**config.mk**
```make
export PLATFORM = sky130hd
export DESIGN_NAME = pci_target_image_decoder
export DESIGN_NICKNAME = d
export VERILOG_FILES = /design/src/pci_tgt_pkg.sv /design/src/pci_target_image_decoder.sv
export SDC_FILE = /design/constraint.sdc
export NUM_CORES = 1
export LEC_CHECK = 0
export BUFFER_PORTS_ARGS = -buffer_cell sky130_fd_sc_hd__buf_2
export CAP_MARGIN = 20
export CORE_MARGIN = 5
export CORE_UTILIZATION = 33
export CTS_CLUSTER_DIAMETER = 60
export CTS_CLUSTER_SIZE = 14
export DETAILED_ROUTE_END_ITERATION = 7
export PLACE_DENSITY = 0.58
export SYNTH_ARGS = -nofsm -noshare
export SYNTH_HDL_FRONTEND = slang
export SYNTH_SLANG_ARGS = --single-unit
```
**constraint.sdc**
```tcl
create_clock -name pclk -period 4.5 [get_ports pclk]
set_input_delay 1.35 -clock pclk [delete_from_list [all_inputs] [get_ports pclk]]
set_output_delay 1.35 -clock pclk [all_outputs]
set_load 0.005 [all_outputs]
```
**src/pci_tgt_pkg.sv**
```systemverilog
// Shared constants, field layouts and carrier types of the PCI target image decoder.
package pci_tgt_pkg;

	// ==================================================================
	// Image count and APB register map (byte addresses)
	localparam int IMAGE_COUNT = 2;
	localparam int APB_ADDR_W = 12;
	localparam logic [11:0] OFS_MISC2 = 12'h020;
	localparam logic [11:0] OFS_REGWIN = 12'h024;
	localparam logic [6:0] IMG_AREA_HI = 7'h00;
	localparam int IMG_SEL_BIT = 4;
	localparam logic [1:0] WORD_CTRL = 2'h0;
	localparam logic [1:0] WORD_LADDR = 2'h1;
	localparam logic [1:0] WORD_PBASE = 2'h2;

	// ==================================================================
	// Field positions
	localparam int CTRL_EN_BIT = 31;
	localparam int CTRL_SPACE_BIT = 24;
	localparam int CTRL_BS_LSB = 20;
	localparam int CTRL_TC_LSB = 16;
	localparam int LADDR_BASE_LSB = 16;
	localparam int LADDR_XLAT_LSB = 0;
	localparam int PBASE_BA_LSB = 16;
	localparam int PBASE_SPACE_BIT = 0;
	localparam int MISC2_HOLD_BIT = 0;
	localparam int REGWIN_LSB = 12;
	localparam int EE_IMG0_EN_BIT = 5;
	localparam int EE_IMG1_EN_BIT = 7;

	// ==================================================================
	// PCI commands as driven on C/BE[3:0] during the address phase
	localparam logic [3:0] CMD_IO_RD = 4'h2;
	localparam logic [3:0] CMD_IO_WR = 4'h3;
	localparam logic [3:0] CMD_MEM_RD = 4'h6;
	localparam logic [3:0] CMD_MEM_WR = 4'h7;
	localparam logic [3:0] CMD_CFG_RD = 4'ha;
	localparam logic [3:0] CMD_CFG_WR = 4'hb;
	localparam logic [3:0] CMD_MEM_RD_MULT = 4'hc;
	localparam logic [3:0] CMD_MEM_RD_LINE = 4'he;
	localparam logic [3:0] CMD_MEM_WR_INV = 4'hf;
	localparam logic [1:0] CFG_TYPE0 = 2'h0;

	// ==================================================================
	// Reset values
	localparam logic [31:0] ZERO_WORD = 32'h0000_0000;
	localparam logic [15:0] MASK_ALL = 16'hffff;
	localparam logic [19:0] REGWIN_RESET = 20'h0_0000;

	// Block-size code to the number of low base bits that are not compared
	function automatic logic [3:0] bs_ignored(input logic [3:0] code);
		logic [3:0] ign;
		ign = code;
		if (code == 4'hf) begin
			ign = 4'hb; // Code all ones means 128 Mbyte
		end else if (code >= 4'hb) begin
			ign = code + 4'h1;
		end
		return ign;
	endfunction

	// Mask of the compared upper address lines AD[31:16]
	function automatic logic [15:0] bs_mask(input logic [3:0] code);
		return MASK_ALL << bs_ignored(code);
	endfunction

	// ==================================================================
	// Carrier types
	typedef struct packed {
		logic en;
		logic space;
		logic [3:0] bs;
		logic [3:0] tc;
		logic [15:0] base;
		logic [15:0] xlat;
	} img_t;

	typedef struct packed {
		logic frame_n;
		logic idsel;
		logic [31:0] ad;
		logic [3:0] cbe_n;
	} pci_addr_t;

	typedef struct packed {
		logic devsel_n;
		logic stop_n;
		logic drive_oe_n;
	} pci_resp_t;

	typedef struct packed {
		logic valid;
		logic image;
		logic write;
		logic io;
		logic [3:0] byte_en;
		logic [31:0] addr;
		logic [3:0] tc;
	} local_req_t;

	typedef struct packed {
		logic [7:0] byte7;
		logic [7:0] byte8;
		logic [1:0][3:0] bs;
		logic [1:0] space;
	} ee_cfg_t;

	typedef enum logic [2:0] {
		ST_IDLE = 3'b001,
		ST_CLAIMED = 3'b010,
		ST_IGNORED = 3'b100
	} dec_state_t;

endpackage

```
**src/pci_target_image_decoder.sv**
```systemverilog
// Address-phase decoder, translator and image registers of the PCI target channel.
// ==================================================================
// Overview of operation
// - Claim a PCI cycle when its address hits an enabled image range, the register window or Type 0 config.
// - Two equal, independent images, each with own decode and translation fields.
// - Each image has an enable; with both off no I/O cycle and only register-window memory cycles are claimed.
// - Per-image space bit picks PCI memory space or PCI I/O space.
// - Compare only the upper address lines that the block size selects.
// - On an image hit assert device select within two clocks of frame.
// - Respond to I/O, memory and Type 0 configuration reads and writes.
// - Read multiple and read line act as read; write and invalidate as write.
// - Local address takes upper bits from translation base, lower from PCI.
// - Local cycle kind follows the hit image, command and byte enables.
// - Drive the local transaction code from the hit image's code field.
// - Base register enabled by EEPROM byte 7 bit 5, image 1 byte 8 bit 7.
// - While access hold is set, retry every PCI access; cleared, allow them.
// - EEPROM mode loads block size and space read-only; space readable twice.
// - Without EEPROM, block size and space are written only via control reg.
// - EEPROM mode: base written only via PCI base reg, readable from both.
// - Writable base bits follow block size, so sizing reads back the mask.
// - Without EEPROM, base is set only via local address reg, no sizing.
// - Accept Type 0 config, ignore Type 1, never forward config locally.
`timescale 1ns/10ps

module pci_target_image_decoder
	import pci_tgt_pkg::*;
#(
	parameter int IMAGES = IMAGE_COUNT
) (
	input wire logic pclk,
	input wire logic presetn,
	input wire logic [APB_ADDR_W-1:0] paddr,
	input wire logic psel,
	input wire logic penable,
	input wire logic pwrite,
	input wire logic [31:0] pwdata,
	output logic [31:0] prdata,
	output logic pready,
	output logic pslverr,
	input wire pci_addr_t pci_in,
	output pci_resp_t pci_resp,
	input wire ee_cfg_t ee_cfg,
	input wire logic hold_strap,
	output local_req_t local_req
);

	// ==================================================================
	// Elaboration check: EEPROM enables exist for exactly two images
	if (IMAGES != IMAGE_COUNT) begin : g_bad_images
		$error("pci_target_image_decoder supports exactly two images");
	end

	// ==================================================================
	// State of the whole block in one record
	typedef struct packed {
		img_t [1:0] img;
		logic [1:0] ee_mode;
		logic hold;
		logic booted;
		logic [19:0] reg_win;
		dec_state_t state;
		logic pending;
		pci_resp_t resp;
		local_req_t req;
		logic pready;
		logic pslverr;
		logic [31:0] prdata;
	} st_t;

	localparam st_t ST_RESET = '{
		img: '0,
		ee_mode: 2'h0,
		hold: 1'b1,
		booted: 1'b0,
		reg_win: REGWIN_RESET,
		state: ST_IDLE,
		pending: 1'b0,
		resp: '{devsel_n: 1'b1, stop_n: 1'b1, drive_oe_n: 1'b1},
		req: '0,
		pready: 1'b0,
		pslverr: 1'b0,
		prdata: ZERO_WORD
	};

	st_t r;
	st_t nxt;

	// APB decode results
	logic reg_mapped;
	logic is_misc;
	logic is_regwin;
	logic is_img;
	logic dec_idx;
	logic [1:0] dec_word;

	// PCI address-phase decode results
	logic [3:0] cmd;
	logic is_io;
	logic is_mem;
	logic is_cfg0;
	logic is_write;
	logic reg_hit;
	logic [1:0] img_hit;
	logic [1:0] ee_en;

	// ==================================================================
	// APB address decode; the image words sit in one block, image index in one bit
	always_comb begin
		is_misc = 1'b0;
		is_regwin = 1'b0;
		is_img = 1'b0;
		dec_idx = paddr[IMG_SEL_BIT];
		dec_word = paddr[3:2];
		if (paddr[1:0] != 2'h0) begin
			is_img = 1'b0; // Unaligned byte address is unmapped
		end else if (paddr == OFS_MISC2) begin
			is_misc = 1'b1;
		end else if (paddr == OFS_REGWIN) begin
			is_regwin = 1'b1;
		end else if (paddr[11:5] == IMG_AREA_HI && paddr[3:2] <= WORD_PBASE) begin
			is_img = 1'b1;
		end
		reg_mapped = is_misc | is_regwin | is_img;
	end

	// ==================================================================
	// PCI command classes; aliases fold onto plain read and write
	always_comb begin
		cmd = pci_in.cbe_n;
		is_io = (cmd == CMD_IO_RD) || (cmd == CMD_IO_WR);
		is_mem = (cmd == CMD_MEM_RD) || (cmd == CMD_MEM_WR) ||
			(cmd == CMD_MEM_RD_MULT) || (cmd == CMD_MEM_RD_LINE) ||
			(cmd == CMD_MEM_WR_INV);
		// Type 1 carries 01 in AD[1:0] and so never qualifies here
		is_cfg0 = ((cmd == CMD_CFG_RD) || (cmd == CMD_CFG_WR)) &&
			pci_in.idsel && (pci_in.ad[1:0] == CFG_TYPE0);
		is_write = (cmd == CMD_IO_WR) || (cmd == CMD_MEM_WR) ||
			(cmd == CMD_MEM_WR_INV) || (cmd == CMD_CFG_WR);
		// Register window is checked first so a careless overlap still lands there
		reg_hit = is_mem && (pci_in.ad[31:12] == r.reg_win);
		for (int i = 0; i < IMAGE_COUNT; i++) begin
			// Each image compares only its own fields
			img_hit[i] = r.img[i].en &&
				((is_mem && !r.img[i].space) || (is_io && r.img[i].space)) &&
				(((pci_in.ad[31:16] ^ r.img[i].base) & bs_mask(r.img[i].bs)) ==
				16'h0000);
		end
		ee_en = {ee_cfg.byte8[EE_IMG1_EN_BIT], ee_cfg.byte7[EE_IMG0_EN_BIT]};
	end

	// ==================================================================
	// Next-state logic for registers, APB answer and PCI claim
	always_comb begin
		logic [31:0] rd;
		logic hit_sel;
		logic [15:0] m;
		rd = ZERO_WORD;
		hit_sel = 1'b0;
		m = MASK_ALL;
		nxt = r;
		nxt.req.valid = 1'b0;
		nxt.pready = 1'b0;
		nxt.pslverr = 1'b0;

		// Straps and EEPROM fields are taken once, on the first edge after reset
		if (!r.booted) begin
			nxt.booted = 1'b1;
			nxt.hold = hold_strap;
			nxt.ee_mode = ee_en;
			for (int i = 0; i < IMAGE_COUNT; i++) begin
				if (ee_en[i]) begin
					nxt.img[i].bs = ee_cfg.bs[i];
					nxt.img[i].space = ee_cfg.space[i];
				end
			end
		end

		// Setup phase: capture read data so the access phase answers from flops
		if (psel && !penable) begin
			m = bs_mask(r.img[dec_idx].bs);
			if (is_misc) begin
				rd[MISC2_HOLD_BIT] = r.hold;
			end else if (is_regwin) begin
				rd[31:REGWIN_LSB] = r.reg_win;
			end else if (is_img && dec_word == WORD_CTRL) begin
				rd[CTRL_EN_BIT] = r.img[dec_idx].en;
				rd[CTRL_SPACE_BIT] = r.img[dec_idx].space;
				rd[CTRL_BS_LSB +: 4] = r.img[dec_idx].bs;
				rd[CTRL_TC_LSB +: 4] = r.img[dec_idx].tc;
			end else if (is_img && dec_word == WORD_LADDR) begin
				rd[LADDR_BASE_LSB +: 16] = r.img[dec_idx].base;
				rd[LADDR_XLAT_LSB +: 16] = r.img[dec_idx].xlat;
			end else if (is_img && r.ee_mode[dec_idx]) begin
				// A disabled base register reads as zero
				rd[PBASE_BA_LSB +: 16] = r.img[dec_idx].base & m;
				rd[PBASE_SPACE_BIT] = r.img[dec_idx].space;
			end
			nxt.prdata = rd;
			nxt.pready = 1'b1;
			nxt.pslverr = !reg_mapped;
		end

		// Access phase: a write takes effect only on the edge that sees pready
		if (psel && penable && r.pready && pwrite && reg_mapped) begin
			m = bs_mask(r.img[dec_idx].bs);
			if (is_misc) begin
				nxt.hold = pwdata[MISC2_HOLD_BIT];
			end else if (is_regwin) begin
				nxt.reg_win = pwdata[31:REGWIN_LSB];
			end else if (dec_word == WORD_CTRL) begin
				nxt.img[dec_idx].en = pwdata[CTRL_EN_BIT];
				nxt.img[dec_idx].tc = pwdata[CTRL_TC_LSB +: 4];
				if (!r.ee_mode[dec_idx]) begin
					nxt.img[dec_idx].space = pwdata[CTRL_SPACE_BIT];
					nxt.img[dec_idx].bs = pwdata[CTRL_BS_LSB +: 4];
				end
			end else if (dec_word == WORD_LADDR) begin
				nxt.img[dec_idx].xlat = pwdata[LADDR_XLAT_LSB +: 16];
				if (!r.ee_mode[dec_idx]) begin
					nxt.img[dec_idx].base = pwdata[LADDR_BASE_LSB +: 16];
				end
			end else if (r.ee_mode[dec_idx]) begin
				// Only the compared bits hold a value, which gives BIOS its size probe
				nxt.img[dec_idx].base = pwdata[PBASE_BA_LSB +: 16] & m;
			end
		end

		// PCI side: address phase is the first frame-low cycle seen from idle
		case (r.state)
			ST_IDLE: begin
				if (!pci_in.frame_n) begin
					hit_sel = !img_hit[0];
					if (is_cfg0 || reg_hit || (img_hit != 2'b00)) begin
						nxt.state = ST_CLAIMED;
						nxt.resp.devsel_n = 1'b0;
						nxt.resp.drive_oe_n = 1'b0;
						nxt.resp.stop_n = !r.hold; // Retry while held
						// Config and register cycles stay inside the block
						nxt.pending = !r.hold && !is_cfg0 && !reg_hit;
						m = bs_mask(r.img[hit_sel].bs);
						nxt.req.image = hit_sel;
						nxt.req.write = is_write;
						nxt.req.io = is_io;
						nxt.req.addr = {(r.img[hit_sel].xlat & m) |
							(pci_in.ad[31:16] & ~m), pci_in.ad[15:0]};
						nxt.req.tc = r.img[hit_sel].tc;
					end else begin
						nxt.state = ST_IGNORED;
					end
				end
			end
			ST_CLAIMED: begin
				// Byte enables are valid one cycle after the command
				if (r.pending) begin
					nxt.pending = 1'b0;
					nxt.req.valid = 1'b1;
					nxt.req.byte_en = ~pci_in.cbe_n;
				end
				if (pci_in.frame_n) begin
					nxt.state = ST_IDLE;
					nxt.pending = 1'b0;
					nxt.resp.devsel_n = 1'b1;
					nxt.resp.stop_n = 1'b1;
					nxt.resp.drive_oe_n = 1'b1;
				end
			end
			ST_IGNORED: begin
				if (pci_in.frame_n) begin
					nxt.state = ST_IDLE;
				end
			end
			default: begin
				nxt.state = ST_IDLE;
			end
		endcase
	end

	// ==================================================================
	// The single state register
	always_ff @(posedge pclk or negedge presetn) begin
		if (!presetn) begin
			r <= ST_RESET;
		end else begin
			r <= nxt;
		end
	end

	// ==================================================================
	// Outputs straight from the state register
	assign prdata = r.prdata;
	assign pready = r.pready;
	assign pslverr = r.pslverr;
	assign pci_resp = r.resp;
	assign local_req = r.req;

endmodule

```
Word level (Yosys, flattened, before mapping). Cells that the tools add are included.

Register bits: 193. Bits in latches: 0. RAM bits: 0. ROM bits: 0. Input bits: 114. Output and inout bits: 81. Logic and storage cells: 233. Memories: 0.

Add/sub/neg operators: 4. Multiply operators: 0. Divide/modulo/power cells: 0. Magnitude comparators: 8. Equality and inequality tests: 24. Shift-type cells: 5. Mux-type cells: 85. Bitwise gates (word level): 16. Reduce and logical (&&, ||, !) cells: 60.

Operators with widths (count): $bwmux W84 (7); $mux W84 (5); $demux W42 S1 (6); $mux W83 (3); $mux W42 (3); $mux W40 (3); $and A16 B16 Y16 (6); $shl A16 B4 Y16 const A (5); $mux W16 (4); $mux W4 (14); $mux W41 (1); $eq A4 B4 Y1 const B (9); $mux W36 (1); $mux W34 (1); $logic_not A16 Y1 (2); $mux W32 (1); $xor A16 B16 Y16 (2); $mux W31 (1); $eq A12 B6 Y1 const B (2); $logic_and A1 B1 Y1 (23); $eq A20 B20 Y1 (1); $mux W20 (1); $mux W5 (4); $mux W1 (19); 35 further kinds (78).

Longest topological paths before layout.
Depth after elaboration: 22. Depth in mapped cells: 18. Gate-level depth less buffers: 15.

Worst setup path after synthesis. No wires, ideal clock.

Kind: input-to-reg. Start point: input pci_in[2] (netlist name). End point: register r, in the netlist local_req[28]. Data arrival time: 5.592 ns. Data required time: 4.423 ns. Path slack: -1.169 ns. Stages on the path: 15. Buffers on the path: 3. Cells stage by stage: or3b_1 > mux2_2 > or4_1 > a221oi_2 > buf_6 > buf_4 > buf_2 > mux2_2 > ha_1 > o21ai_0 > nor2_1 > mux2_2 > a2111oi_4 > mux2_2 > a21oi_1.

Longest elaborated chain between the ends: 21. Elaborated cells between the ends (all ways): 47.

RTL lines: start, declared (line pci_target_image_decoder.sv:40) `input wire pci_addr_t pci_in,`; $eq A4 B3 Y1 (line pci_target_image_decoder.sv:131) `is_mem = (cmd == CMD_MEM_RD) || (cmd == CMD_MEM_WR) ||`; $logic_or A1 B1 Y1 (2 in a row) (line pci_target_image_decoder.sv:131); $logic_or A1 B1 Y1 (2 in a row) (line pci_target_image_decoder.sv:132) `(cmd == CMD_MEM_RD_MULT) || (cmd == CMD_MEM_RD_LINE) ||`; $logic_and A1 B1 Y1 (line pci_target_image_decoder.sv:144) `((is_mem && !r.img[i].space) || (is_io && r.img[i].space)) &&`; $logic_or A1 B1 Y1 (line pci_target_image_decoder.sv:144); $logic_and A1 B1 Y1 (line pci_target_image_decoder.sv:143) `img_hit[i] = r.img[i].en &&`; $logic_and A1 B1 Y1 (line pci_target_image_decoder.sv:144); $mux W40 (2 in a row); [2 not listed]; $mux W4 (line pci_tgt_pkg.sv:54) `if (code == 4'hf) begin`; $mux W4 (line pci_target_image_decoder.sv:233) `if (is_cfg0 || reg_hit || (img_hit != 2'b00)) begin`; $mux W4 (line pci_target_image_decoder.sv:231) `if (!pci_in.frame_n) begin`; $mux W4 (line pci_target_image_decoder.sv:229) `case (r.state)`; $shl A16 B4 Y16 (line pci_tgt_pkg.sv:64) `return MASK_ALL << bs_ignored(code);`; $not A16 Y16 (line pci_target_image_decoder.sv:245) `(pci_in.ad[31:16] & ~m), pci_in.ad[15:0]};`; $and A16 B16 Y16 (line pci_target_image_decoder.sv:245); $or A16 B16 Y16 (line pci_target_image_decoder.sv:244) `nxt.req.addr = {(r.img[hit_sel].xlat & m) |`; end signal, assigned (line pci_target_image_decoder.sv:284) `r <= nxt;`; end, declared (line pci_target_image_decoder.sv:85) `st_t r;`.

Several ways; a longest one is shown, not always the timed one. The select of a mux whose other input is x is not followed. A chain may end at the register's enable or synchronous reset.

Final worst setup path.
Start point: input pci_in[22] (netlist name). End point: register r, in the netlist local_req[28].

Longest elaborated chain between the ends: 16. Elaborated cells between the ends (all ways): 29.

RTL lines: $xor A16 B16 Y16 (line pci_target_image_decoder.sv:145) `(((pci_in.ad[31:16] ^ r.img[i].base) & bs_mask(r.img[i].bs)) ==`; $and A16 B16 Y16 (line pci_target_image_decoder.sv:145); $logic_not A16 Y1 (line pci_target_image_decoder.sv:145); $logic_and A1 B1 Y1 (line pci_target_image_decoder.sv:144); $mux W40 (2 in a row); $add A4 B1 Y4 / $ge A4 B4 Y1 (equally long branches) (line pci_tgt_pkg.sv:57, pci_tgt_pkg.sv:56); $mux W4 (line pci_tgt_pkg.sv:56) `end else if (code >= 4'hb) begin`; $mux W4 (line pci_tgt_pkg.sv:54); $mux W4 (line pci_target_image_decoder.sv:233); $mux W4 (line pci_target_image_decoder.sv:231); $mux W4 (line pci_target_image_decoder.sv:229); $shl A16 B4 Y16 (line pci_tgt_pkg.sv:64); $not A16 Y16 (line pci_target_image_decoder.sv:245); $and A16 B16 Y16 (line pci_target_image_decoder.sv:245); $or A16 B16 Y16 (line pci_target_image_decoder.sv:244).

Several ways; a longest one is shown, not always the timed one. The select of a mux whose other input is x is not followed.

==> run metrics <==
status finished, final reports clean; Synth top cells by count nand2_1, dfrtp_1, o21ai_0, buf_4, mux2_2; Worst slew margin 28.0%; hold worst-path end local_req[4]$_DFFE_PN0P_; initial antenna violation count 3; largest net degree at the start of global routing 99; die area 37700 µm²; clk root buf clkbuf_16; most common cell in the synthesized netlist nand2_1; Critical Path RT 4.88 ns; peak supply drop 0.000283 V; CP Launch Type primary input; # hold bufs at CTS 0; Slew Limit Fails 0; Final Hold Vio Count 0; Post-synth EDFFs 0; Switching Share 28.8%; critical path type primary input to flop; via count 9599; Leakage Power 0.00624 µW; worst reg2reg path depth 16; post-route ant nets 0; total track usage 19.6%; Synth Flop Type dfrtp_1; Mapped Nets 1369; Mapped Area 11200 µm²; router iterations before antenna repair 6; htree depth 4; NetSw 1200 µW; WP data arrival 4.77 ns; hpwl dp 28.5 mm; Clock Skew 0.0112 ns; Max Cap Viol 0; Min-Delay Path Class flop to flop; proportion of layout cells with a drive suffix above 1 27.3%; fin crit share 97.6%; vias per inst 5.22; P&R area growth vs syn 17.7%; row cnt 67; DRC viols 0; clock-pin transition on the worst setup and hold timing paths 0.07 ns; DRT iter0 DRCs 700; CP endpoint kind flop; asr flop ratio synth 100%; # diodes 0; internal power 2960 µW; crit path max fanout 4; min cycle time layout 4.39 ns; CTS tree done; worst hold path cell count 2; Reg area 4810 µm²; FF+latch count, synth 192; HP Start local_req[4]$_DFFE_PN0P_; Reg power frac 44.4%; Clk pwr share 38.3%; Synth Instances 1251; Comb pwr share 17.3%; sequential element share of the synthesized area 42.9%; Placer Congestion 0.914; area occupied by multi-input gates 5590 µm²; Fin Setup TNS 0 ns; Initial Utilization 33.4%; wirelength, routed 37.4 mm; YS warnings 0; top cells by area, synth dfrtp_1, nand2_1, mux2_2; gr ovfl total 0; vias in the first global route 9432; Post-DP Area 12500 µm²; mean post-synth cell area 8.96 µm²; WL/cell 20.4 µm; Total Nets Final 1496; post-synth top area cell dfrtp_1; r2r startpoint r[146]$_DFF_PN0_; PD cells 315 nW/µm²; worst r2r dst local_req[28]$_DFFE_PN0P_; CTS sink cnt 192; unrepaired setup endpoints after global routing no; first-pass GRT wire length 57.7 mm; Num CTS Buffers 17; Fillers 3407; die extent in x 194 µm; Die H 194 µm; Port-buffer cells 180; Synth top area share 42.0%; distinct cell type count of the synthesized netlist 66; setup violators final 0; final non-filler cell area 13200 µm²; core area 33500 µm²; IO Pins 195; fin util 39.3%; Worst-Skew Late Latency 0.45 ns; Max Clock Freq 228 MHz; FF-to-FF setup slack 0.36 ns; Total Power 4160 µW; Least-Margin Pin Slew 1.08 ns; Clock Path Buffers 2
[kinds of logic after synthesis]
group	after synthesis	share of synthesized area (%)
AND/OR/NAND/NOR	428	16.6
AO/OA/AOI/OAI	271	14.7
flip-flops	192	42.9
buffers and inverters	166	8.35
multiplexers	130	12.4
XOR/XNOR	59	4.61
adder cells (fa/ha/maj)	4	0.447
other	1	0.0335
[how the worst max path moves through the flow]
stage | start | endpoint | slack (ns) | depth (start not counted)
CTS | pci_in[29] | local_req[28]$_DFFE_PN0P_ | 0.04 | 14
finish | pci_in[22] | local_req[28]$_DFFE_PN0P_ | 0.11 | 16
floorplan | pci_in[22] | local_req[28]$_DFFE_PN0P_ | -0.69 | 17
global placement | pci_in[35] | local_req[28]$_DFFE_PN0P_ | -0.49 | 14
detailed placement | pci_in[35] | local_req[34]$_DFFE_PN0P_ | -0.51 | 15
global route | pci_in[35] | local_req[34]$_DFFE_PN0P_ | 0.04 | 17
[cell usage in the layout, fill, tap and decap left out, drive strengths merged, types with 3 or more instances in the layout]
cell type  instances
a211oi             5
a21boi             4
a21o               5
a21oi             47
a221oi             6
a222oi             4
a22oi              5
a31oi              4
a32oi              7
and2               5
and3               4
buf              259
bufinv             3
clkbuf            21
clkinv             5
dfrtp            188
dfstp              4
ha                 4
inv               16
mux2              65
mux2i             65
nand2            257
nand2b             9
nand3             52
nand4              8
nor2              47
nor2b             11
nor3              15
nor4               7
o211ai             6
o21a               3
o21ai            140
o311ai             3
o31ai             17
or3b               3
xnor2             40
xor2              19
[power by group through the flow]
| stage | combinational (µW) | sequential, µW | clock [µW] |
|---|---|---|---|
| floorplan | 445 | 1840 | 0 |
| global placement | 708 | 1880 | 0 |
| detailed placement | 712 | 1880 | 0 |
| CTS | 717 | 1850 | 1650 |
| global route | 784 | 1850 | 1720 |
| finish | 719 | 1850 | 1590 |
[registers in the layout, summed over array words and instances (netlist names)]
register / flops
r: 112
prdata: 32
pready: 1
pci_resp: 2
local_req: 44
pslverr: 1
[final cells by class]
type                    count  share of cell area (%)
inverters                  14                   0.399
clock inverters            11                    1.18
repair buffers            260                    11.9
multi-input cells         893                    42.4
flip-flops and latches    192                    36.5
clock buffers              20                    3.39
well taps                 448                    4.25
[worst max-delay path: stages]
cell and delay [ns]:
buf_2 0.12, xnor2_2 0.21, o41ai_1 0.10, a221o_1 0.33, or4_4 0.52, a221oi_4 0.26
buf_4 0.18, nand2_1 0.05, o21ai_0 0.14, ha_4 0.25, inv_1 0.06, nor2_1 0.05
mux2_4 0.29, a2111oi_4 0.42, mux2_4 0.34, a21oi_2 0.09
[through the flow]
stage / cells / setup WS [ns] / hold slack [ns]
2_1_floorplan: 1251 / -0.692 / 0.447
3_3_place_gp: 1805 / -0.492 / 0.452
3_5_place_dp: 1805 / -0.507 / 0.461
4_1_cts: 1836 / 0.0419 / 0.478
5_1_grt: 1838 / 0.0361 / 0.502
6_report: 1838 / 0.108 / 0.470
[routing by layer]
| metal | track usage (%) | part of all wire, % |
|---|---|---|
| met1 | 27.3 | 45 |
| met2 | 30.2 | 45 |
| met3 | 4.27 | 6.6 |
| met4 | 7.01 | 3.0 |
| met5 | 0 | 0.12 |
[what timing repair did]
action	CTS	global route
setup buffers	0	2
endpoints found under the setup margin	4	4
gates resized for setup	2	3
Power figures use the tool's default switching activity.
